<file path="config.mk">
export PLATFORM = sky130hd
export DESIGN_NAME = hbfs_core
export DESIGN_NICKNAME = d
export VERILOG_FILES = /design/src/rtl/hbfs_pkg.sv /design/src/rtl/hbfs_filter.sv /design/src/rtl/hbfs_core.sv
export SDC_FILE = /design/constraint.sdc
export NUM_CORES = 1
export LEC_CHECK = 0
export CAP_MARGIN = 20
export CORE_UTILIZATION = 40
export CTS_CLUSTER_DIAMETER = 60
export DETAILED_ROUTE_END_ITERATION = 8
export DONT_BUFFER_PORTS = 1
export PLACE_DENSITY_LB_ADDON = 0.25
export REMOVE_ABC_BUFFERS = 1
export SLEW_MARGIN = 10
export SYNTH_ARGS = -nofsm -noshare
export SYNTH_HDL_FRONTEND = slang
export SYNTH_SLANG_ARGS = --single-unit
</file>
<file path="constraint.sdc">
create_clock -name i_clk -period 3.75 [get_ports i_clk]
set_input_delay 0.1875 -clock i_clk [delete_from_list [all_inputs] [get_ports i_clk]]
set_output_delay 0.1875 -clock i_clk [all_outputs]
set_load 0.02 [all_outputs]
</file>
<file path="src/rtl/hbfs_pkg.sv">
package hbfs_pkg;

	// ----------------------------------------------------------------
	// Word layout
	// ----------------------------------------------------------------
	localparam int WORD_W      = 16;   // Serial word width
	localparam int NUM_SW      = 6;    // Three low-side, three high-side
	localparam int BIT_SRR     = 0;    // Input: status-reset command
	localparam int BIT_SW_LO   = 1;    // Input/output: first switch bit
	localparam int BIT_OCS     = 13;   // Input: overcurrent-shutdown enable
	localparam int BIT_TP      = 0;    // Output: prewarning flag
	localparam int BIT_SCD     = 13;   // Output: short-detect flag
	localparam int BIT_OPL     = 14;   // Output: open-load flag
	localparam int BIT_PSF     = 15;   // Output: supply-fail flag

	// Input register value after power-on reset
	localparam logic [15:0] IN_RESET = 16'h2000;

	// ----------------------------------------------------------------
	// Timing (ns at a 10 ns clock)
	// ----------------------------------------------------------------
	localparam int CLK_NS      = 10;
	localparam int UV_DELAY_NS = 10000;  // Undervoltage filter, least time
	localparam int SD_DELAY_NS = 10000;  // Shutdown / open-load filter
	localparam int POR_NS      = 30000;  // Internal power-on reset
	localparam int UV_CYC  = (UV_DELAY_NS + CLK_NS - 1) / CLK_NS;
	localparam int SD_CYC  = (SD_DELAY_NS + CLK_NS - 1) / CLK_NS;
	localparam int POR_CYC = (POR_NS + CLK_NS - 1) / CLK_NS;

	// Analog comparator results
	typedef struct packed {
		logic       uv;        // Supply below undervoltage threshold
		logic       tp_set;    // Any stage above prewarn set threshold
		logic       tp_reset;  // Any stage below prewarn reset threshold
		logic       tsd_off;   // Any stage above shutdown threshold
		logic       tsd_on;    // All stages below switch-on threshold
		logic [5:0] open_ld;   // Per stage: current below open-load level
		logic [5:0] over_i;    // Per stage: current above shutdown level
	} hbfs_sense_t;

	typedef enum logic [1:0] {
		HBFS_SLEEP,
		HBFS_POR,
		HBFS_RUN
	} hbfs_state_t;

endpackage : hbfs_pkg

</file>
<file path="src/rtl/hbfs_filter.sv">
`timescale 1ns/1ps
`default_nettype none

// Counts how long a condition holds; fires once past the delay
module hbfs_filter #(
	parameter int CYC = 1000
) (
	input  wire logic i_clk,
	input  wire logic i_rstn,
	input  wire logic i_cond,
	output var  logic o_hit
);

	localparam int CW = $clog2(CYC + 1);

	logic [CW-1:0] cnt;   // Cycles the condition has held

	// Restarts whenever the condition drops, so glitches never add up
	always_ff @(posedge i_clk or negedge i_rstn) begin
		if (!i_rstn) begin
			cnt <= '0;
		end else if (!i_cond) begin
			cnt <= '0;
		end else if (cnt != CW'(CYC)) begin
			cnt <= cnt + 1'b1;
		end
	end

	assign o_hit = i_cond && (cnt == CW'(CYC));

endmodule // hbfs_filter

`default_nettype wire

</file>
<file path="src/rtl/hbfs_core.sv">
`timescale 1ns/1ps
`default_nettype none


module hbfs_core #(
	parameter int UV_CYC  = hbfs_pkg::UV_CYC,
	parameter int SD_CYC  = hbfs_pkg::SD_CYC,
	parameter int POR_CYC = hbfs_pkg::POR_CYC
) (
	input  wire logic                 i_clk,
	input  wire logic                 i_rstn,
	input  wire logic                 i_sleep_control_pin,
	input  wire logic                 i_cs_n,
	input  wire logic                 i_sclk,
	input  wire logic                 i_serial_in_pin,
	input  wire hbfs_pkg::hbfs_sense_t i_sense,
	output var  logic                 o_serial_out,
	output var  logic                 o_serial_out_en,
	output var  logic [5:0]           o_switch_on,
	output var  logic                 o_switch_hiz,
	output var  logic                 o_current_limit,
	output var  logic [15:0]          o_in_word,
	output var  logic [15:0]          o_out_word
);

	// ----------------------------------------------------------------
	// State and storage
	// ----------------------------------------------------------------
	hbfs_pkg::hbfs_state_t state;            // Sleep / power-on / run
	hbfs_pkg::hbfs_state_t next_state;
	logic [15:0]           in_reg;           // Latched input word
	logic [15:0]           shift;            // Serial shift register
	logic [4:0]            nbits;            // Bits shifted this frame
	logic                  sclk_d;           // Serial clock, last cycle
	logic                  cs_d;             // Select, last cycle
	logic [31:0]           por_cnt;          // Internal reset counter
	logic                  supply_fail_flag; // Sticky supply-fail
	logic                  open_load_flag;   // Sticky open-load
	logic                  temp_prewarn_flag;// Self-clearing prewarning
	logic                  short_detect_flag;// Sticky short-detect
	logic                  tsd_latch;        // Thermal shutdown active
	logic [5:0]            oc_off;           // Stages off by overcurrent

	// ----------------------------------------------------------------
	// Decoding
	// ----------------------------------------------------------------
	wire        awake     = (state != hbfs_pkg::HBFS_SLEEP);
	wire        running   = (state == hbfs_pkg::HBFS_RUN);
	wire        sclk_rise = i_sclk && !sclk_d;
	wire        cs_fall   = !i_cs_n && cs_d;
	wire        cs_rise   = i_cs_n && !cs_d;
	// Only a whole word counts; an early select rise is an abort
	wire        word_done = cs_rise && (nbits == 5'd16);
	wire [15:0] new_word  = shift;
	wire        status_reset_cmd = word_done && running &&
		new_word[hbfs_pkg::BIT_SRR];
	wire        ocs_en    = in_reg[hbfs_pkg::BIT_OCS];
	wire [5:0]  sw_req    = in_reg[hbfs_pkg::BIT_SW_LO +: 6];
	wire        uv_hit;
	wire        ol_hit;
	wire        oc_hit;
	wire [5:0]  oc_stage  = i_sense.over_i;
	// Outputs drop at once on undervoltage, come back with supply
	wire        uv_block  = i_sense.uv;
	wire [5:0]  sw_live   = sw_req & ~oc_off &
		{6{running && !tsd_latch && !uv_block}};
	wire [15:0] out_word;

	// ----------------------------------------------------------------
	// Delay filters
	// ----------------------------------------------------------------
	hbfs_filter #(.CYC(UV_CYC)) u_uv (
		.i_clk  (i_clk),
		.i_rstn (i_rstn),
		.i_cond (running && i_sense.uv),
		.o_hit  (uv_hit)
	);

	// Open load only counts on stages that are switched on
	hbfs_filter #(.CYC(SD_CYC)) u_ol (
		.i_clk  (i_clk),
		.i_rstn (i_rstn),
		.i_cond (|(i_sense.open_ld & sw_live)),
		.o_hit  (ol_hit)
	);

	hbfs_filter #(.CYC(SD_CYC)) u_oc (
		.i_clk  (i_clk),
		.i_rstn (i_rstn),
		.i_cond (|(oc_stage & sw_live)),
		.o_hit  (oc_hit)
	);

	// ----------------------------------------------------------------
	// Power state
	// ----------------------------------------------------------------
	always_comb begin
		next_state = state;
		unique case (state)
			hbfs_pkg::HBFS_SLEEP: begin
				if (i_sleep_control_pin) begin
					next_state = hbfs_pkg::HBFS_POR;
				end
			end
			hbfs_pkg::HBFS_POR: begin
				if (!i_sleep_control_pin) begin
					next_state = hbfs_pkg::HBFS_SLEEP;
				end else if (por_cnt == 32'(POR_CYC - 1)) begin
					next_state = hbfs_pkg::HBFS_RUN;
				end
			end
			hbfs_pkg::HBFS_RUN: begin
				if (!i_sleep_control_pin) begin
					next_state = hbfs_pkg::HBFS_SLEEP;
				end
			end
		endcase
	end

	// State register
	always_ff @(posedge i_clk or negedge i_rstn) begin
		if (!i_rstn) begin
			state <= hbfs_pkg::HBFS_SLEEP;
		end else begin
			state <= next_state;
		end
	end

	// Power-on reset length counter
	always_ff @(posedge i_clk or negedge i_rstn) begin
		if (!i_rstn) begin
			por_cnt <= '0;
		end else if (state != hbfs_pkg::HBFS_POR) begin
			por_cnt <= '0;
		end else begin
			por_cnt <= por_cnt + 32'd1;
		end
	end

	// ----------------------------------------------------------------
	// Serial port
	// ----------------------------------------------------------------
	// Edge history; pins are taken as synchronous
	always_ff @(posedge i_clk or negedge i_rstn) begin
		if (!i_rstn) begin
			sclk_d <= 1'b0;
			cs_d   <= 1'b1;
		end else begin
			sclk_d <= i_sclk;
			cs_d   <= i_cs_n;
		end
	end

	// Load status at select fall, shift in on clock rise
	always_ff @(posedge i_clk or negedge i_rstn) begin
		if (!i_rstn) begin
			shift <= '0;
			nbits <= '0;
		end else if (cs_fall) begin
			shift <= out_word;
			nbits <= '0;
		end else if (!i_cs_n && sclk_rise) begin
			// LSB first, so bit 0 (prewarning) leads the frame
			shift <= {i_serial_in_pin, shift[15:1]};
			if (nbits != 5'd16) begin
				nbits <= nbits + 5'd1;
			end
		end
	end

	// LSB out; bit 0 shows prewarning from select fall
	assign o_serial_out    = shift[0];
	assign o_serial_out_en = !i_cs_n && awake;

	// Input register: power-on value, loaded only on whole words
	always_ff @(posedge i_clk or negedge i_rstn) begin
		if (!i_rstn) begin
			in_reg <= hbfs_pkg::IN_RESET;
		end else if (!running) begin
			in_reg <= hbfs_pkg::IN_RESET;
		end else if (word_done) begin
			// Status-reset bit is one-shot, never stored
			in_reg <= new_word & ~16'h0001;
		end
	end

	// ----------------------------------------------------------------
	// Fault flags; a new detection beats a status-reset
	// ----------------------------------------------------------------
	always_ff @(posedge i_clk or negedge i_rstn) begin
		if (!i_rstn) begin
			supply_fail_flag  <= 1'b0;
			open_load_flag    <= 1'b0;
			short_detect_flag <= 1'b0;
		end else if (!running) begin
			supply_fail_flag  <= 1'b0;
			open_load_flag    <= 1'b0;
			short_detect_flag <= 1'b0;
		end else begin
			supply_fail_flag  <= uv_hit ||
				(supply_fail_flag && !status_reset_cmd);
			open_load_flag    <= ol_hit ||
				(open_load_flag && !status_reset_cmd);
			short_detect_flag <= oc_hit ||
				(short_detect_flag && !status_reset_cmd);
		end
	end

	// Prewarning with hysteresis: set above, clear below
	always_ff @(posedge i_clk or negedge i_rstn) begin
		if (!i_rstn) begin
			temp_prewarn_flag <= 1'b0;
		end else if (!running) begin
			temp_prewarn_flag <= 1'b0;
		end else if (i_sense.tp_set) begin
			temp_prewarn_flag <= 1'b1;
		end else if (i_sense.tp_reset) begin
			temp_prewarn_flag <= 1'b0;
		end
	end

	// Thermal shutdown: released when cool and reset commanded, or on leaving run
	always_ff @(posedge i_clk or negedge i_rstn) begin
		if (!i_rstn) begin
			tsd_latch <= 1'b0;
		end else if (!running) begin
			tsd_latch <= 1'b0;
		end else if (i_sense.tsd_off) begin
			tsd_latch <= 1'b1;
		end else if (status_reset_cmd && i_sense.tsd_on) begin
			tsd_latch <= 1'b0;
		end
	end

	// Overcurrent shutdown per stage, only with the enable set
	always_ff @(posedge i_clk or negedge i_rstn) begin
		if (!i_rstn) begin
			oc_off <= '0;
		end else if (!running) begin
			oc_off <= '0;
		end else if (oc_hit && ocs_en) begin
			oc_off <= oc_off | (oc_stage & sw_live);
		end else if (status_reset_cmd) begin
			oc_off <= '0;
		end
	end

	// ----------------------------------------------------------------
	// Outputs
	// ----------------------------------------------------------------
	// Status bits show real switch states; reset does not touch them
	assign out_word = {supply_fail_flag, open_load_flag,
		short_detect_flag, 6'h00, sw_live,
		temp_prewarn_flag};

	// Registered copies of data outputs
	always_ff @(posedge i_clk or negedge i_rstn) begin
		if (!i_rstn) begin
			o_switch_on <= '0;
			o_in_word   <= hbfs_pkg::IN_RESET;
			o_out_word  <= '0;
		end else begin
			o_switch_on <= sw_live;
			o_in_word   <= in_reg;
			o_out_word  <= out_word;
		end
	end

	// Sleep puts every switch in high impedance
	assign o_switch_hiz    = !running || (o_switch_on == 6'h00);
	// Regulator stays on regardless of the shutdown enable
	assign o_current_limit = 1'b1;

endmodule // hbfs_core

`default_nettype wire

</file>
==> results.json <==
{
  "status": "complete, no violations",
  "drtIter0Drc": 255,
  "rsz0062_at_grt": "no",
  "power_frac_comb_pct": 5.9,
  "globalplace.congestion": 0.798,
  "ys_ff_latch": 138,
  "yosysSeqAreaShare_pct": 53.4,
  "relSlewSlack_pct": 36.3,
  "worst-path-buf-inv": 2,
  "gr-total-overflow": 0,
  "core_area_sq_mm": 0.0158,
  "hold_class": "input pin to register",
  "synth.avg_cell_area_sq_um": 10.5,
  "die_x_um": 129,
  "start_kind": "register",
  "p_per_area_mw_per_mm2": 485,
  "tightest_slew_ns": 0.954,
  "grt_first_pass_wirelength_mm": 22.5,
  "clockPowerShare_pct": 51.0,
  "syn_to_final_growth_pct": 13.4,
  "viasPerCell": 5.24,
  "cp_data_required_time_ns": 4.09,
  "crit_family": "simple AND/OR/NAND/NOR gates",
  "drive_above_1_share_pct": 8.56,
  "grt_max_degree": 139,
  "cts_tree": "done",
  "grtUsageTotal_pct": 17.7,
  "arrival_ns": 2.89,
  "htreeDepth": 4,
  "synth_edf_count": 0,
  "drv_slew": 0,
  "fin_setup_tns_ns": 0,
  "syn_area_sq_mm": 0.00647,
  "clockBufferDepth": 2,
  "fin_skew_ns": 0.00968,
  "setup_viol": 0,
  "syn-instance-count": 615,
  "clock_latency_ns": 0.42,
  "grt_pass1_vias": 4289,
  "fillerInstances": 1451,
  "antenna_found_initial": 1,
  "hpwl_mm": 9.00,
  "swShare_pct": 22.4,
  "worstPathMaxFanout": 12,
  "switchingPower_uw": 797,
  "top_register": "por_cnt",
  "diodes": 0,
  "yosysTopAreaCell": "dfrtp_1",
  "cts_resized": 0,
  "io_buffers": 0,
  "die-area_sq_mm": 0.0167,
  "peakVddDrop_uv": 376,
  "synth_top_area_share_pct": 52.2,
  "max_cap_violations": 0,
  "max_freq_mhz": 392,
  "ios": 65,
  "routedWlPerCell_um": 16.1,
  "async_reset_ff_share_pct": 100,
  "internal-power_mw": 2.77,
  "dr.pass1.iters": 4,
  "worst-setup-path-type": "register to register",
  "synthFlopType": "dfrtp_1",
  "numCtsBuffers": 17,
  "synth.distinct_cells": 52,
  "largest_reg_flops": 32,
  "start_util_pct": 40.9,
  "clk_pin_slew_ns": 0.06,
  "total_power_mw": 3.56,
  "drcViolationCount": 0,
  "clkSinkCount": 138,
  "vias": 4440,
  "postRouteWirelength_mm": 13.6,
  "end_kind": "register",
  "yosys_warnings": 0,
  "ant_nets": 0,
  "holdWs_ns": 0.0383,
  "p_leak_nw": 3.04,
  "die_h_um": 129,
  "seqPwrFrac_pct": 43.2,
  "rows": 46,
  "period_minus_slack_ns": 2.55,
  "cts_root_buf": "clkbuf_16",
  "hold_violations": 0,
  "fin_nets": 653,
  "final.period_utilization_pct": 68.0,
  "slowest_stage": "or3b_1",
  "slowest_delay_ns": 0.61,
  "crit_chain": "inv_1 -> ha_1 -> or3b_1 -> nor3b_4 -> a222oi_1 -> buf_4 -> nor3_1",
  "ys_top_cells_by_area": "dfrtp_1 52%, xor2_1 3.9%, a21oi_1 3.8%"
}
==> synth_stat cells, drive strengths merged, types with 2 or more instances <==
master   number
o21ai        20
o31ai        13
dfrtp       135
nand4        22
nand3b       10
and4b         3
or4          15
a21oi        49
clkbuf       10
nor3          5
inv          19
or3           4
and2          4
a31oi         2
nor4          6
and3          3
nand2        61
or3b          2
conb          2
xor2         29
nand4b        2
nand2b        2
o2111ai       2
nor3b         9
xnor2        14
nand3        26
mux2i        16
nor2b         3
nor2         57
buf          30
dfstp         3
ha           12
and4         14
==> power by group through the flow <==
| stage | Clock, mW | Sequential (mW) | Combinational (mW) |
|---|---|---|---|
| final | 1.82 | 1.54 | 0.209 |
| after floorplan | 0 | 1.56 | 0.123 |
| after global placement | 0 | 1.56 | 0.158 |
| after global routing | 1.91 | 1.54 | 0.241 |
| after CTS | 1.85 | 1.54 | 0.214 |
| after detailed placement | 0 | 1.57 | 0.170 |
==> cells by family after synthesis <==
logic type	share of synthesized area, %
adder cells (fa/ha/maj)	2.32
AND/OR/NAND/NOR	22.0
multiplexers	2.65
flip-flops	53.4
XOR/XNOR	5.82
other	0.116
AO/OA/AOI/OAI	8.47
buffers and inverters	5.26
==> cell type report <==
class | instances | area (sq um) | share of cell area [%]
clock buffer | 20 | 447 | 6.08
clock inverter | 12 | 195 | 2.66
inverter | 20 | 75.1 | 1.02
multi-input combinational | 423 | 2710 | 36.9
sequential | 138 | 3460 | 47.1
tap | 216 | 270 | 3.68
timing repair buffer | 18 | 193 | 2.62
==> path summary, 6_finish.rpt <==
check | startpoint | slack [ns] | cells past startpoint | end
setup / recovery | state[0] | 1.20 | 7 | u_ol.cnt[2]
hold / removal | i_sleep_control_pin | 0.04 | 3 | state[1]
setup reg to reg | state[0] | 1.20 | 7 | u_ol.cnt[2]
hold reg to reg | in_reg[9] | 0.37 | 0 | o_in_word[9]
max in group asynchronous | i_rstn | 2.83 | 2 | por_cnt[3]
min in group asynchronous | i_rstn | 0.39 | 2 | new_word[11]
==> cell usage in the layout (no fill, tap or decap), types with 4 or more instances in the layout <==
cell type,instances
a21oi_1,49
nand4_1,19
and4_1,12
inv_1,19
nand3_1,26
ha_1,12
nor3b_1,6
o21ai_0,19
or4_1,15
dlygate4sd3_1,12
nor4_1,6
o31ai_1,13
nand2_1,60
or3_1,4
dfrtp_1,135
bufinv_16,5
nor2_1,57
buf_4,4
nand3b_1,10
nor3_1,5
clkbuf_16,17
conb_1,8
mux2i_1,16
xnor2_1,14
clkinv_2,4
xor2_1,29
==> per-layer routing <==
layer | GRT usage, % | part of all wire [%] | vias to the layer above
met3 | 4.75 | 3.9 | 15
met2 | 27.3 | 48 | 75
met1 | 23.1 | 46 | 2188
li1 | - | - | 2160
met5 | 0 | 0.095 | -
met4 | 8.24 | 1.6 | 2
==> worst min-delay path: cells and delay by family <==
family	cells	cell delay, ns
and+or+nand+nor	3	0.22
==> stage by stage <==
| step | setup WS [ns] | cells | area (sq um) | util, % |
|---|---|---|---|---|
| floorplan | 0.780 | 581 | 6230 | - |
| global placement | 1.36 | 801 | 6540 | 41.3 |
| detailed placement | 1.21 | 801 | 6540 | 41.3 |
| CTS | 1.22 | 845 | 7320 | 46.2 |
| global route | 1.01 | 847 | 7340 | 46.4 |
| finish | 1.20 | 847 | 7340 | 46.4 |
==> repair_timing <==
item,4_1_cts,5_1_grt
buffers inserted,0,0
endpoints found under the hold margin,149,2
hold buffers,12,1
Power figures use the tool's default switching activity.
